<file path="src/hdl/daqlb_pkg.sv">
// Purpose: shared offsets, indices and reset values for the local bus register decode
// Assumes: control window byte addresses, fifo window byte addresses
// Notes:   offsets are byte addresses; bits [1:0] of an address never take part in a match
package daqlb_pkg;

    localparam int CTRL_AW = 9;
    localparam int FIFO_AW = 4;
    localparam int PACER_W = 24;
    localparam int FIFO_DW = 16;
    localparam int BUS_DW  = 32;

    // control window, runtime area
    localparam logic [8:0] OFS_USER_IO    = 9'h008;
    localparam logic [8:0] OFS_DAC_CLK    = 9'h00c;
    localparam logic [8:0] OFS_FIFO_STAT  = 9'h010;
    localparam logic [8:0] OFS_DAC1_UPD   = 9'h014;
    localparam logic [8:0] OFS_DAC2_UPD   = 9'h018;
    localparam logic [8:0] OFS_DAC_BOTH   = 9'h024;
    localparam logic [8:0] OFS_PACER_SS   = 9'h028;
    localparam logic [8:0] OFS_TIMER_HS   = 9'h02c;
    localparam logic [8:0] OFS_IRQ_STAT   = 9'h030;
    localparam logic [8:0] OFS_IRQ_CLR    = 9'h034;
    localparam logic [8:0] OFS_IRQ_OVR    = 9'h038;
    localparam logic [8:0] OFS_PACER_CNT  = 9'h040;

    // fifo data window
    localparam logic [3:0] OFS_ADC_FIFO   = 4'h0;
    localparam logic [3:0] OFS_HSDI_FIFO  = 4'h4;
    localparam logic [3:0] OFS_DAC1_FIFO  = 4'h8;
    localparam logic [3:0] OFS_DAC2_FIFO  = 4'hc;

    // positions in the decoder hit vectors
    localparam int NUM_CTRL       = 12;
    localparam int IDX_USER_IO    = 0;
    localparam int IDX_DAC_CLK    = 1;
    localparam int IDX_FIFO_STAT  = 2;
    localparam int IDX_DAC1_UPD   = 3;
    localparam int IDX_DAC2_UPD   = 4;
    localparam int IDX_DAC_BOTH   = 5;
    localparam int IDX_PACER_SS   = 6;
    localparam int IDX_TIMER_HS   = 7;
    localparam int IDX_IRQ_STAT   = 8;
    localparam int IDX_IRQ_CLR    = 9;
    localparam int IDX_IRQ_OVR    = 10;
    localparam int IDX_PACER_CNT  = 11;
    localparam int NUM_FIFO       = 4;
    localparam int IDX_ADC_FIFO   = 0;
    localparam int IDX_HSDI_FIFO  = 1;
    localparam int IDX_DAC1_FIFO  = 2;
    localparam int IDX_DAC2_FIFO  = 3;

    // reset values
    localparam logic [31:0] USER_OUT_RST  = 32'h0000_0000;
    localparam logic [31:0] IRQ_MASK_RST  = 32'h0000_0000;
    localparam logic [31:0] IRQ_CLR_RST   = 32'h0000_0000;
    localparam logic [23:0] PACER_LD_RST  = 24'h00_0000;

endpackage

</file>
<file path="src/hdl/daqlb_addr_decode.sv">
// Purpose: one-hot word address match against a table of offsets
// Assumes: offsets are word aligned byte addresses
// Notes:   address bits [AW-1:2] compared, so only byte addresses inside a table word alias; others never hit
`timescale 1ns/1ns
`default_nettype none
module daqlb_addr_decode #(
    parameter int              N       = 4,
    parameter int              AW      = 4,
    parameter logic [N*AW-1:0] OFFSETS = '0
) (
    input  wire logic [AW-1:0] addr,
    input  wire logic          sel,
    output logic      [N-1:0]  hit
);

    genvar i;
    generate
        for (i = 0; i < N; i++)
        begin : g_hit
            assign hit[i] = sel && (addr[AW-1:2] == OFFSETS[i*AW+2 +: AW-2]);
        end
    endgenerate

endmodule
`default_nettype wire

</file>
<file path="src/hdl/daqlb_hold_reg.sv">
// Purpose: loadable holding register with a reset value
// Assumes: load is a single cycle qualifier
// Notes:   used for the user outputs, the interrupt enable mask and the interrupt clear mask
`timescale 1ns/1ns
`default_nettype none
module daqlb_hold_reg #(
    parameter int         W   = 8,
    parameter logic [W-1:0] RST = '0
) (
    input  wire logic         ref_clk,
    input  wire logic         arst_n,
    input  wire logic         load,
    input  wire logic [W-1:0] d,
    output logic      [W-1:0] q
);

    always_ff @(posedge ref_clk or negedge arst_n)
    begin
        if (!arst_n)
            q <= RST;
        else if (load)
            q <= d;
    end

endmodule
`default_nettype wire

</file>
<file path="src/hdl/daqlb_local_bus_regs.sv">
// Purpose: local bus decode of the control window runtime area and the fifo data window
// Assumes: single cycle accesses from the bridge, one of lb_rd or lb_wr per cycle
// Notes:   read data and control strobes appear one cycle after the access
`timescale 1ns/1ns
`default_nettype none
module daqlb_local_bus_regs #(
    parameter int UIO_W = 8,
    parameter int IRQ_W = 16
) (
    input  wire logic                    ref_clk,
    input  wire logic                    arst_n,
    input  wire logic                    ctrl_sel,
    input  wire logic                    fifo_sel,
    input  wire logic [8:0]              lb_addr,
    input  wire logic                    lb_rd,
    input  wire logic                    lb_wr,
    input  wire logic [31:0]             lb_wdata,
    output logic      [31:0]             lb_rdata,
    output logic                         lb_ack,
    input  wire logic [UIO_W-1:0]        user_in,
    output logic      [UIO_W-1:0]        user_out,
    input  wire logic [31:0]             fifo_status,
    input  wire logic [31:0]             timer_status,
    input  wire logic [IRQ_W-1:0]        irq_pending,
    input  wire logic [IRQ_W-1:0]        irq_overrun,
    input  wire logic [23:0]             pacer_count,
    input  wire logic [15:0]             adc_fifo_dout,
    input  wire logic [15:0]             hsdi_fifo_dout,
    output logic                         dac_clk_start,
    output logic                         dac_clk_stop,
    output logic                         adc_sw_start,
    output logic                         dac1_update,
    output logic                         dac2_update,
    output logic                         pacer_start,
    output logic                         pacer_stop,
    output logic                         hsdi_sample,
    output logic      [IRQ_W-1:0]        irq_enable_mask,
    output logic      [IRQ_W-1:0]        irq_clear,
    output logic                         overrun_clear,
    output logic                         pacer_load,
    output logic      [23:0]             pacer_load_value,
    output logic                         adc_fifo_pop,
    output logic                         hsdi_fifo_pop,
    output logic                         dac1_fifo_push,
    output logic                         dac2_fifo_push,
    output logic      [15:0]             dac_fifo_wdata
);

    localparam logic [daqlb_pkg::NUM_CTRL*daqlb_pkg::CTRL_AW-1:0] CTRL_TABLE = {
        daqlb_pkg::OFS_PACER_CNT, daqlb_pkg::OFS_IRQ_OVR,   daqlb_pkg::OFS_IRQ_CLR,
        daqlb_pkg::OFS_IRQ_STAT,  daqlb_pkg::OFS_TIMER_HS,  daqlb_pkg::OFS_PACER_SS,
        daqlb_pkg::OFS_DAC_BOTH,  daqlb_pkg::OFS_DAC2_UPD,  daqlb_pkg::OFS_DAC1_UPD,
        daqlb_pkg::OFS_FIFO_STAT, daqlb_pkg::OFS_DAC_CLK,   daqlb_pkg::OFS_USER_IO
    };
    localparam logic [daqlb_pkg::NUM_FIFO*daqlb_pkg::FIFO_AW-1:0] FIFO_TABLE = {
        daqlb_pkg::OFS_DAC2_FIFO, daqlb_pkg::OFS_DAC1_FIFO,
        daqlb_pkg::OFS_HSDI_FIFO, daqlb_pkg::OFS_ADC_FIFO
    };

    logic [daqlb_pkg::NUM_CTRL-1:0] c_hit;
    logic [daqlb_pkg::NUM_FIFO-1:0] f_hit;
    logic                           ctrl_rd;
    logic                           ctrl_wr;
    logic                           fifo_rd;
    logic                           fifo_wr;
    logic [31:0]                    ctrl_word;
    logic [31:0]                    fifo_word;
    logic [31:0]                    next_rdata;
    logic                           rd_taken;
    logic [IRQ_W-1:0]               irq_clr_mask;
    logic [UIO_W-1:0]               wdata_uio;
    logic [IRQ_W-1:0]               wdata_irq;

    // offset bits [8:2] compared: setup area and reserved words never hit
    daqlb_addr_decode #(
        .N       (daqlb_pkg::NUM_CTRL),
        .AW      (daqlb_pkg::CTRL_AW),
        .OFFSETS (CTRL_TABLE)
    ) u_ctrl_dec (
        .addr (lb_addr),
        .sel  (ctrl_sel),
        .hit  (c_hit)
    );

    daqlb_addr_decode #(
        .N       (daqlb_pkg::NUM_FIFO),
        .AW      (daqlb_pkg::FIFO_AW),
        .OFFSETS (FIFO_TABLE)
    ) u_fifo_dec (
        .addr (lb_addr[3:0]),
        .sel  (fifo_sel),
        .hit  (f_hit)
    );

    assign ctrl_rd   = ctrl_sel & lb_rd;
    assign ctrl_wr   = ctrl_sel & lb_wr;
    assign fifo_rd   = fifo_sel & lb_rd;
    assign fifo_wr   = fifo_sel & lb_wr;
    assign wdata_uio = lb_wdata[UIO_W-1:0];
    assign wdata_irq = lb_wdata[IRQ_W-1:0];

    // every access completes in its own cycle, no wait states
    assign lb_ack = (ctrl_sel | fifo_sel) & (lb_rd | lb_wr);

    // read selection; unmatched and write-only offsets fall through to zero
    assign ctrl_word =
        c_hit[daqlb_pkg::IDX_USER_IO]   ? {{(32-UIO_W){1'b0}}, user_in} :
        c_hit[daqlb_pkg::IDX_FIFO_STAT] ? fifo_status :
        c_hit[daqlb_pkg::IDX_TIMER_HS]  ? timer_status :
        c_hit[daqlb_pkg::IDX_IRQ_STAT]  ? {{(32-IRQ_W){1'b0}}, irq_pending} :
        c_hit[daqlb_pkg::IDX_IRQ_CLR]   ? {{(32-IRQ_W){1'b0}}, irq_clr_mask} :
        c_hit[daqlb_pkg::IDX_IRQ_OVR]   ? {{(32-IRQ_W){1'b0}}, irq_overrun} :
        c_hit[daqlb_pkg::IDX_PACER_CNT] ? {8'h00, pacer_count} :
        32'h0000_0000;

    assign fifo_word =
        f_hit[daqlb_pkg::IDX_ADC_FIFO]  ? {16'h0000, adc_fifo_dout} :
        f_hit[daqlb_pkg::IDX_HSDI_FIFO] ? {16'h0000, hsdi_fifo_dout} :
        32'h0000_0000;

    assign rd_taken   = ctrl_rd | fifo_rd;
    assign next_rdata = ctrl_rd ? ctrl_word : fifo_word;

    always_ff @(posedge ref_clk or negedge arst_n)
    begin
        if (!arst_n)
            lb_rdata <= 32'h0000_0000;
        else if (rd_taken)
            lb_rdata <= next_rdata;
    end

    // pops are combinational so a back-to-back read sees the next word, not a repeat
    assign adc_fifo_pop  = fifo_rd & f_hit[daqlb_pkg::IDX_ADC_FIFO];
    assign hsdi_fifo_pop = fifo_rd & f_hit[daqlb_pkg::IDX_HSDI_FIFO];

    daqlb_hold_reg #(
        .W   (UIO_W),
        .RST (daqlb_pkg::USER_OUT_RST[UIO_W-1:0])
    ) u_user_out (
        .ref_clk (ref_clk),
        .arst_n  (arst_n),
        .load    (ctrl_wr & c_hit[daqlb_pkg::IDX_USER_IO]),
        .d       (wdata_uio),
        .q       (user_out)
    );

    daqlb_hold_reg #(
        .W   (IRQ_W),
        .RST (daqlb_pkg::IRQ_MASK_RST[IRQ_W-1:0])
    ) u_irq_mask (
        .ref_clk (ref_clk),
        .arst_n  (arst_n),
        .load    (ctrl_wr & c_hit[daqlb_pkg::IDX_IRQ_STAT]),
        .d       (wdata_irq),
        .q       (irq_enable_mask)
    );

    daqlb_hold_reg #(
        .W   (IRQ_W),
        .RST (daqlb_pkg::IRQ_CLR_RST[IRQ_W-1:0])
    ) u_irq_clr_mask (
        .ref_clk (ref_clk),
        .arst_n  (arst_n),
        .load    (ctrl_wr & c_hit[daqlb_pkg::IDX_IRQ_CLR]),
        .d       (wdata_irq),
        .q       (irq_clr_mask)
    );

    // control strobes: one-cycle pulses in the cycle after the access
    always_ff @(posedge ref_clk or negedge arst_n)
    begin
        if (!arst_n)
        begin
            dac_clk_start <= 1'b0;
            dac_clk_stop  <= 1'b0;
            adc_sw_start  <= 1'b0;
            dac1_update   <= 1'b0;
            dac2_update   <= 1'b0;
            pacer_start   <= 1'b0;
            pacer_stop    <= 1'b0;
            hsdi_sample   <= 1'b0;
            irq_clear     <= '0;
            overrun_clear <= 1'b0;
        end
        else
        begin
            dac_clk_start <= ctrl_rd & c_hit[daqlb_pkg::IDX_DAC_CLK];
            dac_clk_stop  <= ctrl_wr & c_hit[daqlb_pkg::IDX_DAC_CLK];
            adc_sw_start  <= ctrl_wr & c_hit[daqlb_pkg::IDX_FIFO_STAT];
            dac1_update   <= ctrl_wr & (c_hit[daqlb_pkg::IDX_DAC1_UPD]
                                        | c_hit[daqlb_pkg::IDX_DAC_BOTH]);
            dac2_update   <= ctrl_wr & (c_hit[daqlb_pkg::IDX_DAC2_UPD]
                                        | c_hit[daqlb_pkg::IDX_DAC_BOTH]);
            pacer_start   <= ctrl_rd & c_hit[daqlb_pkg::IDX_PACER_SS];
            pacer_stop    <= ctrl_wr & c_hit[daqlb_pkg::IDX_PACER_SS];
            hsdi_sample   <= ctrl_wr & c_hit[daqlb_pkg::IDX_TIMER_HS];
            irq_clear     <= (ctrl_rd & c_hit[daqlb_pkg::IDX_IRQ_CLR]) ? irq_clr_mask : '0;
            overrun_clear <= ctrl_wr & c_hit[daqlb_pkg::IDX_IRQ_OVR];
        end
    end

    // pacer load word and dac fifo pushes, registered with their data
    always_ff @(posedge ref_clk or negedge arst_n)
    begin
        if (!arst_n)
        begin
            pacer_load       <= 1'b0;
            pacer_load_value <= daqlb_pkg::PACER_LD_RST;
            dac1_fifo_push   <= 1'b0;
            dac2_fifo_push   <= 1'b0;
            dac_fifo_wdata   <= 16'h0000;
        end
        else
        begin
            pacer_load     <= ctrl_wr & c_hit[daqlb_pkg::IDX_PACER_CNT];
            dac1_fifo_push <= fifo_wr & f_hit[daqlb_pkg::IDX_DAC1_FIFO];
            dac2_fifo_push <= fifo_wr & f_hit[daqlb_pkg::IDX_DAC2_FIFO];
            if (ctrl_wr & c_hit[daqlb_pkg::IDX_PACER_CNT])
                pacer_load_value <= lb_wdata[23:0];
            // only the low lane is taken, the window is a 16-bit port
            if (fifo_wr)
                dac_fifo_wdata <= lb_wdata[15:0];
        end
    end

    AST_ACK_SAME_CYCLE: assert property (@(posedge ref_clk) disable iff (!arst_n)
        (ctrl_sel && (lb_rd || lb_wr)) |-> lb_ack)
        else $error("access not acknowledged in its own cycle");

    AST_USER_OUT_LOAD: assert property (@(posedge ref_clk) disable iff (!arst_n)
        (ctrl_wr && lb_addr == daqlb_pkg::OFS_USER_IO) |=> user_out == $past(wdata_uio))
        else $error("user outputs did not take the written value");

    AST_DAC_CLK_START: assert property (@(posedge ref_clk) disable iff (!arst_n)
        (ctrl_rd && lb_addr == daqlb_pkg::OFS_DAC_CLK) |=> dac_clk_start && !dac_clk_stop)
        else $error("dac clock start not pulsed on read");

    AST_ADC_START_ONCE: assert property (@(posedge ref_clk) disable iff (!arst_n)
        (ctrl_wr && lb_addr == daqlb_pkg::OFS_FIFO_STAT) ##1 !lb_wr
        |-> adc_sw_start ##1 !adc_sw_start)
        else $error("software conversion start not a single pulse");

    AST_DAC_BOTH: assert property (@(posedge ref_clk) disable iff (!arst_n)
        (ctrl_wr && lb_addr == daqlb_pkg::OFS_DAC_BOTH) |=> dac1_update && dac2_update)
        else $error("simultaneous update missed an output");

    AST_PACER_STOP: assert property (@(posedge ref_clk) disable iff (!arst_n)
        (ctrl_wr && lb_addr == daqlb_pkg::OFS_PACER_SS) |=> pacer_stop && !pacer_start)
        else $error("pacer stop not pulsed on write");

    AST_HSDI_SAMPLE: assert property (@(posedge ref_clk) disable iff (!arst_n)
        hsdi_sample |-> $past(ctrl_wr && lb_addr[8:2] == daqlb_pkg::OFS_TIMER_HS[8:2]))
        else $error("input sample without a write to its offset");

    AST_IRQ_MASK_HOLD: assert property (@(posedge ref_clk) disable iff (!arst_n)
        !(ctrl_wr && lb_addr[8:2] == daqlb_pkg::OFS_IRQ_STAT[8:2]) |=> $stable(irq_enable_mask))
        else $error("interrupt enable mask changed without a write");

    AST_IRQ_CLEAR: assert property (@(posedge ref_clk) disable iff (!arst_n)
        (ctrl_rd && lb_addr == daqlb_pkg::OFS_IRQ_CLR) |=> irq_clear == $past(irq_clr_mask))
        else $error("interrupt clear does not follow the stored mask");

    AST_OVERRUN_CLEAR: assert property (@(posedge ref_clk) disable iff (!arst_n)
        (ctrl_wr && lb_addr == daqlb_pkg::OFS_IRQ_OVR) |=> overrun_clear)
        else $error("overrun flags not cleared on write");

    AST_PACER_LOAD: assert property (@(posedge ref_clk) disable iff (!arst_n)
        (ctrl_wr && lb_addr == daqlb_pkg::OFS_PACER_CNT)
        |=> pacer_load && pacer_load_value == $past(lb_wdata[23:0]))
        else $error("pacer counter load word wrong");

    AST_ADC_READ_DATA: assert property (@(posedge ref_clk) disable iff (!arst_n)
        (fifo_rd && lb_addr[3:0] == daqlb_pkg::OFS_ADC_FIFO)
        |-> adc_fifo_pop ##1 lb_rdata == {16'h0000, $past(adc_fifo_dout)})
        else $error("sample fifo read returned the wrong word");

    AST_DAC2_PUSH: assert property (@(posedge ref_clk) disable iff (!arst_n)
        (fifo_wr && lb_addr[3:0] == daqlb_pkg::OFS_DAC2_FIFO)
        |=> dac2_fifo_push && !dac1_fifo_push)
        else $error("second dac fifo push missing");

    AST_RESERVED_ZERO: assert property (@(posedge ref_clk) disable iff (!arst_n)
        (ctrl_rd && c_hit == '0) |=> lb_rdata == 32'h0000_0000)
        else $error("reserved offset did not read zero");

    AST_DAC_CLK_STOP: assert property (@(posedge ref_clk) disable iff (!arst_n)
        (ctrl_wr && lb_addr == daqlb_pkg::OFS_DAC_CLK) |=> dac_clk_stop && !dac_clk_start)
        else $error("dac clock stop not pulsed on write");

    AST_FIFO_STAT_READ: assert property (@(posedge ref_clk) disable iff (!arst_n)
        (ctrl_rd && lb_addr == daqlb_pkg::OFS_FIFO_STAT)
        |=> lb_rdata == $past(fifo_status) && !adc_sw_start)
        else $error("fifo status read wrong");

    AST_TIMER_READ: assert property (@(posedge ref_clk) disable iff (!arst_n)
        (ctrl_rd && lb_addr == daqlb_pkg::OFS_TIMER_HS)
        |=> lb_rdata == $past(timer_status) && !hsdi_sample)
        else $error("timer status read wrong");

    AST_IRQ_MASK_LOAD: assert property (@(posedge ref_clk) disable iff (!arst_n)
        (ctrl_wr && lb_addr == daqlb_pkg::OFS_IRQ_STAT) |=> irq_enable_mask == $past(wdata_irq))
        else $error("interrupt enable mask did not load");

    AST_IRQ_CLR_QUIET: assert property (@(posedge ref_clk) disable iff (!arst_n)
        (irq_clear != '0) |-> $past(ctrl_rd && lb_addr[8:2] == daqlb_pkg::OFS_IRQ_CLR[8:2]))
        else $error("interrupt clear without a read of its offset");

    AST_OVERRUN_READ: assert property (@(posedge ref_clk) disable iff (!arst_n)
        (ctrl_rd && lb_addr == daqlb_pkg::OFS_IRQ_OVR)
        |=> lb_rdata == {{(32-IRQ_W){1'b0}}, $past(irq_overrun)})
        else $error("overrun flags read wrong");

    AST_PACER_READ: assert property (@(posedge ref_clk) disable iff (!arst_n)
        (ctrl_rd && lb_addr == daqlb_pkg::OFS_PACER_CNT) |=> lb_rdata == {8'h00, $past(pacer_count)})
        else $error("pacer counter read wrong");

    AST_HSDI_READ_DATA: assert property (@(posedge ref_clk) disable iff (!arst_n)
        (fifo_rd && lb_addr[3:0] == daqlb_pkg::OFS_HSDI_FIFO)
        |-> hsdi_fifo_pop ##1 lb_rdata == {16'h0000, $past(hsdi_fifo_dout)})
        else $error("input fifo read returned the wrong word");

    AST_DAC1_PUSH: assert property (@(posedge ref_clk) disable iff (!arst_n)
        (fifo_wr && lb_addr[3:0] == daqlb_pkg::OFS_DAC1_FIFO)
        |=> dac1_fifo_push && dac_fifo_wdata == $past(lb_wdata[15:0]))
        else $error("first dac fifo push or data wrong");

    AST_RESERVED_QUIET: assert property (@(posedge ref_clk) disable iff (!arst_n)
        (ctrl_wr && c_hit == '0) |=> {dac_clk_stop, adc_sw_start, dac1_update, dac2_update,
        pacer_stop, hsdi_sample, overrun_clear, pacer_load} == 8'h00)
        else $error("reserved write caused a side effect");

endmodule
`default_nettype wire

</file>
<file path="config.mk">
export PLATFORM = sky130hd
export DESIGN_NAME = daqlb_local_bus_regs
export DESIGN_NICKNAME = d
export VERILOG_FILES = /design/src/hdl/daqlb_pkg.sv /design/src/hdl/daqlb_addr_decode.sv /design/src/hdl/daqlb_hold_reg.sv /design/src/hdl/daqlb_local_bus_regs.sv
export SDC_FILE = /design/constraint.sdc
export NUM_CORES = 1
export LEC_CHECK = 0
export BUFFER_PORTS_ARGS = -buffer_cell sky130_fd_sc_hd__buf_2
export CELL_PAD_IN_SITES_DETAIL_PLACEMENT = 1
export CELL_PAD_IN_SITES_GLOBAL_PLACEMENT = 1
export CORE_ASPECT_RATIO = 1.2
export CORE_MARGIN = 2
export CORE_UTILIZATION = 38
export CTS_BUF_LIST = sky130_fd_sc_hd__clkbuf_4
export CTS_CLUSTER_DIAMETER = 30
export DETAILED_ROUTE_END_ITERATION = 8
export PLACE_DENSITY_LB_ADDON = 0.1
export SETUP_SLACK_MARGIN = 0.3
export SYNTH_ARGS = -nofsm -noshare
export SYNTH_HDL_FRONTEND = slang
export SYNTH_HIERARCHICAL = 1
export SYNTH_SLANG_ARGS = --single-unit
export TNS_END_PERCENT = 100
</file>
<file path="constraint.sdc">
create_clock -name ref_clk -period 2.12 [get_ports ref_clk]
set_input_delay 0.212 -clock ref_clk [delete_from_list [all_inputs] [get_ports ref_clk]]
set_output_delay 0.212 -clock ref_clk [all_outputs]
set_load 0.01 [all_outputs]
</file>
==> qor.yml, run 1 <==
drt:
  wl_um: 27710
  first_iter_violations: 376
  postRouteAntennaNets: 0
  routedWlPerCell_um: 23.03
  first_pass_iters: 6
  vias_per_cell: 5.429
  drc: 0
  vias: 6531
setup_path:
  endpoint_kind: "register"
  path_max_fanout: 13
  critPathKind: "in -> reg"
  crit_required_ns: 2.56
  startpoint_type: "input port"
  arrival_ns: 2.24
synth:
  synth_cells: 533
  yosysTopAreaCell: "dfrtp_1"
  yosys-mux-area-fraction: 0.1521
  syn_area_mm2: 0.006613
  synth_top_family_by_area: "compound AO/OA/AOI/OAI gates"
  synth.yosys.seq_area_share: 0.5298
  synth_top_area_frac: 0.5298
  ys_top_cells_by_area: "dfrtp_1, mux2_2, mux2_4"
  synthSimpleGateAreaFrac: 0.09631
  async_reset_ff_frac: 1.000
  avgSynthCellArea_um2: 12.41
  synth-seq-cells: 140
  synth_compound_area_frac: 0.1705
  ys.warnings.count: 6
  synth_xor_area_frac: 0
  synth_ff_type: "dfrtp_1"
  synth-adder-area-share: 0
  synth_edf_count: 0
  synthDistinctLibCells: 44
  syn_nets: 740
place:
  gp_congestion: 0.9486
  dp.cells: 1080
  port_buffers: 323
  dp_hpwl_um: 19030
  placed_cell_area_mm2: 0.008825
global_route:
  grt_pass1_vias: 7203
  overflow: 0
  grt_pass1_wl_um: 41020
  grt_usage: 0.2903
  antenna_found_initial: 3
  grt_max_degree: 60
timing:
  setup_violations: 0
  min_period_ns: 1.798
  slew_viol_final: 0
  hold_viol_final: 0
  worstMarginPinSlew_ns: 0.5707
  fin_setup_tns_ns: 0
  fin_skew_ns: 0.01272
  rsz0062_at_grt: "yes"
  slew_headroom: 0.6195
  clock.fmax_mhz: 556.1
  timing.final.crit_share: 0.8482
final_layout:
  layout.nets: 1178
  final_common_cell: "buf_2"
  utilization: 0.5947
  final_cell_mix: "buf_2, dfrtp_1, dlygate4sd3_1"
  drive_gt1_frac: 0.5193
  multi_input_area_mm2: 0.002904
  areaGrowthSynthToFinish_pct: 52.71
  fin_area_mm2: 0.01010
  fillers: 1867
  ff_latch_area_mm2: 0.003503
  final_cells: 1203
clock_tree:
  clk_latency_ns: 0.56
  numCtsBuffers: 17
  cts_tree: "yes"
  clk_path_buf_depth: 2
  h-tree-depth: 4
  cts-root-buf: "clkbuf_4"
  cts_sinks: 140
  cts_setup_buffers: 0
  clk_pin_slew_ns: 0.13
floorplan:
  num_io_pins: 334
  die_y_um: 148.5
  initial_core_util: 0.3894
  die-area_mm2: 0.01848
  core_area_mm2: 0.01698
  die-width_um: 124.4
  num_rows: 52
pwr:
  leakage_uw: 0.005205
  powerDensity_mw_per_mm2: 575.3
  max-vdd-ir-drop_uv: 499.9
  total_power_uw: 5810
hold_path:
  hp-class: "in -> reg"
job:
  maxCapViolations: 0
outcome:
  status: "completed"
[power by group]
part           internal [uW]  switching [uW]  total (uW)
logic                    471             445         916
clock network            954            1090        2040
registers               2780            73.0        2850
[per-layer routing]
layer	wire length, um	track usage
met4	1036	0.1303
met3	1652	0.07266
met2	14410	0.5139
met5	0	0
met1	10610	0.3323
[per-stage QoR]
step / hold WS (ns) / setup slack [ns]
finish: 0.04122 / 0.3219
global route: 0.009491 / 0.2796
CTS: 0.004116 / 0.3169
detailed placement: 0.2235 / -0.2654
global placement: 0.2138 / -0.2001
floorplan: -0.08359 / -0.1626
[critical path: stages]
cell and delay [ns]:
buf_2 0.11, or4b_4 0.64, nor3_4 0.17, nor2b_1 0.08, buf_4 0.19, a221o_1 0.32, a221oi_2 0.32, o221ai_1 0.18
[Yosys cell counts, types with 8 or more instances]
| cell | count |
|---|---|
| buf_6 | 8 |
| o21ai_0 | 9 |
| and3_1 | 15 |
| a222oi_1 | 19 |
| nand2_1 | 25 |
| nand2b_1 | 13 |
| buf_2 | 11 |
| a221o_1 | 13 |
| nor2_1 | 11 |
| clkbuf_1 | 22 |
| o21ai_1 | 8 |
| dfrtp_1 | 140 |
| mux2_2 | 52 |
| o221ai_1 | 21 |
| a221oi_1 | 16 |
| mux2_4 | 28 |
| a21oi_1 | 25 |
| inv_1 | 15 |
| and2_1 | 16 |
[final cells by class]
cell class                      instances  area share
Timing Repair Buffer                  463      0.2987
Multi-Input combinational cell        333      0.2876
Clock inverter                         15     0.02069
Antenna cell                            3   0.0007434
Inverter                               16    0.005947
Tap cell                              216     0.02676
Clock buffer                           17     0.01264
Sequential cell                       140      0.3469
[repair_timing]
action,4_1_cts,5_1_grt
endpoints found under the setup margin,0,19
gates resized for setup,0,8
hold buffers,87,0
hold endpoints to repair,168,0
[state kept, by name (all words and copies together), names as in the netlist]
name,count
lb_rdata,32
u_irq_clr_mask/q,16
u_irq_mask/q,16
pacer_load_value,24
dac1_update,1
dac1_fifo_push,1
overrun_clear,1
irq_clear,16
dac_clk_stop,1
dac2_fifo_push,1
adc_sw_start,1
u_user_out/q,8
pacer_stop,1
dac_clk_start,1
dac_fifo_wdata,16
pacer_load,1
pacer_start,1
hsdi_sample,1
dac2_update,1
[cells by family (layout without fill, tap and decap cells)]
logic type             count (synthesis)  count (layout)
AO/OA/AOI/OAI                        141             141
buffers and inverters                 61             511
flip-flops                           140             140
AND/OR/NAND/NOR                      111             112
other                                  0               3
multiplexers                          80              80
[final timing paths]
| path | start | cells past startpoint | endpoint | slack [ns] |
|---|---|---|---|---|
| min in group asynchronous | arst_n | 2 | lb_rdata[31] | 0.16 |
| max reg2reg | lb_rdata[14] | 2 | lb_rdata[14] | 0.84 |
| min reg2reg | lb_rdata[5] | 2 | lb_rdata[5] | 0.50 |
| max | lb_addr[6] | 8 | lb_rdata[12] | 0.32 |
| max in group asynchronous | arst_n | 3 | dac_fifo_wdata[8] | 1.26 |
| min | fifo_status[28] | 3 | lb_rdata[28] | 0.04 |
(Power assumes the default switching activity.)
==> inputs of run 2 (changes only) <==
--- a/config.mk
+++ b/config.mk
@@ -10,7 +10,7 @@
 export CELL_PAD_IN_SITES_GLOBAL_PLACEMENT = 1
 export CORE_ASPECT_RATIO = 1.2
 export CORE_MARGIN = 2
-export CORE_UTILIZATION = 38
+export CORE_UTILIZATION = 32
 export CTS_BUF_LIST = sky130_fd_sc_hd__clkbuf_4
 export CTS_CLUSTER_DIAMETER = 30
 export DETAILED_ROUTE_END_ITERATION = 8
==> constraint.sdc (replaced) <==
create_clock -name ref_clk -period 1.52 [get_ports ref_clk]
set_input_delay 0.152 -clock ref_clk [delete_from_list [all_inputs] [get_ports ref_clk]]
set_output_delay 0.152 -clock ref_clk [all_outputs]
set_load 0.01 [all_outputs]
==> run 2 against run 1 <==
The flow now finishes with violations (negative setup slack). Non-clock buffer count increased by 131. Sequential power increased by 40%. Routed wire length increased by 14%. Die area increased by 18%. Worst setup slack got worse by 0.51 ns. Core utilization increased by 0.81 points. Global-route usage decreased by 1.7 points. Largest power group unchanged.
==> qor.yml, run 2 (same netlist as run 1, synthesis figures left out) <==
global_route:
  grt_max_degree: 56  # -6.7%
  overflow: 0  # unchanged
  grt_pass1_vias: 8011  # +11%
  grt_usage: 0.2732  # -0.01708
  grt_pass1_wl_um: 45470  # +11%
  antenna_found_initial: 4  # +1
clock_tree:
  cts_tree: "yes"
  cts-root-buf: "clkbuf_4"
  clk_latency_ns: 0.53  # -0.03 ns
  cts_sinks: 140  # unchanged
  clk_pin_slew_ns: 0.14  # about the same
  h-tree-depth: 4  # unchanged
  clk_path_buf_depth: 2  # unchanged
  numCtsBuffers: 17  # unchanged
final_layout:
  top_register: "lb_rdata"
  areaGrowthSynthToFinish_pct: 84.62
  layout.nets: 1309  # +11%
  final_cell_mix: "buf_2, dfrtp_1, dlygate4sd3_1"
  fillers: 2166  # +16%
  final_common_cell: "buf_2"
  largest_reg_flops: 32  # unchanged
  top_regs: "lb_rdata: 32 flops, pacer_load_value: 24 flops"
  final_cells: 1384  # +15%
  drive_gt1_frac: 0.5865  # +0.06724
floorplan:
  die_y_um: 161.5  # +8.7%
  die-area_mm2: 0.02183  # +18%
  core_area_mm2: 0.02025  # +19%
  num_io_pins: 334  # unchanged
  die-width_um: 135.2  # +8.7%
  num_rows: 57  # +9.6%
  initial_core_util: 0.3265  # -0.06293
setup_path:
  max_stage_delay_ns: 0.60  # -0.04 ns
  r2r_end: "lb_rdata[9]"
  startpoint_type: "input port"
  worstPathCellList: "buf_6, or4b_4, nor3_4, nor2b_4, buf_12, a221o_1, a221oi_2, o221ai_1"
  endpoint_kind: "register"
  r2r_cells: 3  # +1
  timing.critical_path.max_delay_family: "simple AND/OR/NAND/NOR gates"
  reg2reg_from: "lb_rdata[9]"
  slowest_stage: "or4b_4"
  startpoint: "lb_addr[8]"
  worstSetupPathDepth: 8  # unchanged
  path_max_fanout: 14  # +1
  crit_buf_inv: 2  # unchanged
  reg2reg_slack_ns: 0.25  # -0.59 ns
  critPathKind: "in -> reg"
  crit_required_ns: 1.91  # -0.65 ns
  endpoint: "lb_rdata[12]"
  arrival_ns: 2.10  # -0.14 ns
place:
  port_buffers: 323  # unchanged
  gp_congestion: 0.8428  # -11%
  dp_hpwl_um: 19370  # +1.8%
  dp.cells: 1144  # +5.9%
  place_ws_ns: -0.8353  # -0.5699 ns
drt:
  drc: 0  # unchanged
  wl_um: 31720  # +14%
  first_pass_iters: 8  # +2
  dr.max_layer_used: "met4"
  routedWlPerCell_um: 22.92  # -0.49%
  vias: 7200  # +10%
  wl_met3_um: 1890  # +14%
  postRouteAntennaNets: 0  # unchanged
  vias_per_cell: 5.202  # -4.2%
  route.met2.wl_um: 16760  # +16%
  first_iter_violations: 411  # +9.3%
  wl_met1_um: 12000  # +13%
timing:
  fin_skew_ns: 0.02255  # +0.009835 ns
  slew_headroom: 0.7310  # +0.1115
  hold_viol_final: 0  # unchanged
  fin_ws_ns: -0.1902  # -0.5121 ns
  clock.fmax_mhz: 584.7
  timing.final.crit_share: 1.125
  worstMarginPinSlew_ns: 0.4035  # -0.1672 ns
  setup_violations: 71  # +71
  slew_viol_final: 0  # unchanged
  min_period_ns: 1.710
  rsz0062_at_grt: "yes"
pwr:
  max-vdd-ir-drop_uv: 508.3  # +1.7%
  leakage_uw: 0.006113  # +17%
  powerDensity_mw_per_mm2: 676.6  # +18%
hold_path:
  min_from: "fifo_status[11]"
  hp-class: "in -> reg"
job:
  maxCapViolations: 0  # unchanged
outcome:
  status: "complete, but fails checks"
  violations: "negative setup slack"
==> run 2: cell types whose count changed in the layout (fill, tap and decap cells not counted), moves of 29 or more <==
cell           change
buf_6             +64
buf_4             +60
dlygate4sd3_1     +44
mux2_2            -29
mux2_4            +29
buf_2             -54
==> run 2: repair_timing <==
action                     in CTS  in global routing
setup endpoints to repair     215                253
pin swaps                      25                 38
hold endpoints to repair      259                 14
hold buffers                  130                  3
gates resized for setup        99                 90
cloned                          2                  4
setup buffers                  36                 30
==> run 2: worst min path at each step <==
| stage | to | slack [ns] | depth (start not counted) |
|---|---|---|---|
| after floorplan | adc_sw_start | -0.14 | 0 |
| after global placement | u_user_out/q[1] | 0.01 | 1 |
| after detailed placement | u_user_out/q[1] | 0.01 | 1 |
| after CTS | lb_rdata[14] | 0.0008 | 3 |
| after global routing | lb_rdata[11] | 0.007 | 3 |
| final | lb_rdata[11] | 0.06 | 3 |
==> run 2: report_power, final <==
group | leakage (uW) | internal [uW] | switching [uW] | total (uW)
combinational | 0.00406 | 934 | 724 | 1660
sequential | 0.00190 | 3880 | 104 | 3980
clock | 0.000153 | 1040 | 1580 | 2620
total | 0.00611 | 5850 | 2410 | 8260
==> run 2: area by class of cell <==
class | count | area, um2 | area share
diodes | 4 | 10.01 | 0.0008199
clock buffers | 17 | 127.6 | 0.01045
clock inverters | 15 | 178.9 | 0.01466
inverters | 16 | 61.31 | 0.005022
multi-input cells | 333 | 3288 | 0.2693
flip-flops and latches | 140 | 3505 | 0.2871
well taps | 265 | 331.6 | 0.02716
repair buffers | 594 | 4706 | 0.3855
==> run 2: per-layer routing <==
metal,up-vias,track usage
li1,3171,-
met1,3627,0.3141
met2,327,0.4898
met3,75,0.06591
met4,0,0.1009
met5,-,0
==> run 2: metrics by stage <==
| step | setup TNS (ns) | util | hold slack [ns] | power, uW | area, um2 |
|---|---|---|---|---|---|
| 3_3_place_gp | -63.83 | 0.4487 | 0.01015 | 5121 | 9089 |
| 3_5_place_dp | -64.89 | 0.4487 | 0.01351 | 5153 | 9089 |
| 5_1_grt | -7.425 | 0.6027 | 0.006625 | 8669 | 12210 |
| 6_report | -8.051 | 0.6027 | 0.05822 | 8259 | 12210 |
| 4_1_cts | -2.841 | 0.5653 | 0.0008124 | 8197 | 11450 |
| 2_1_floorplan | -46.04 | - | -0.1436 | 4408 | 6748 |
==> run 2: tightest hold or removal path: cells and delay by family <==
kind | cells | cell delay, ns
AO/OA/AOI/OAI | 2 | 0.33
buffers and inverters | 1 | 0.08
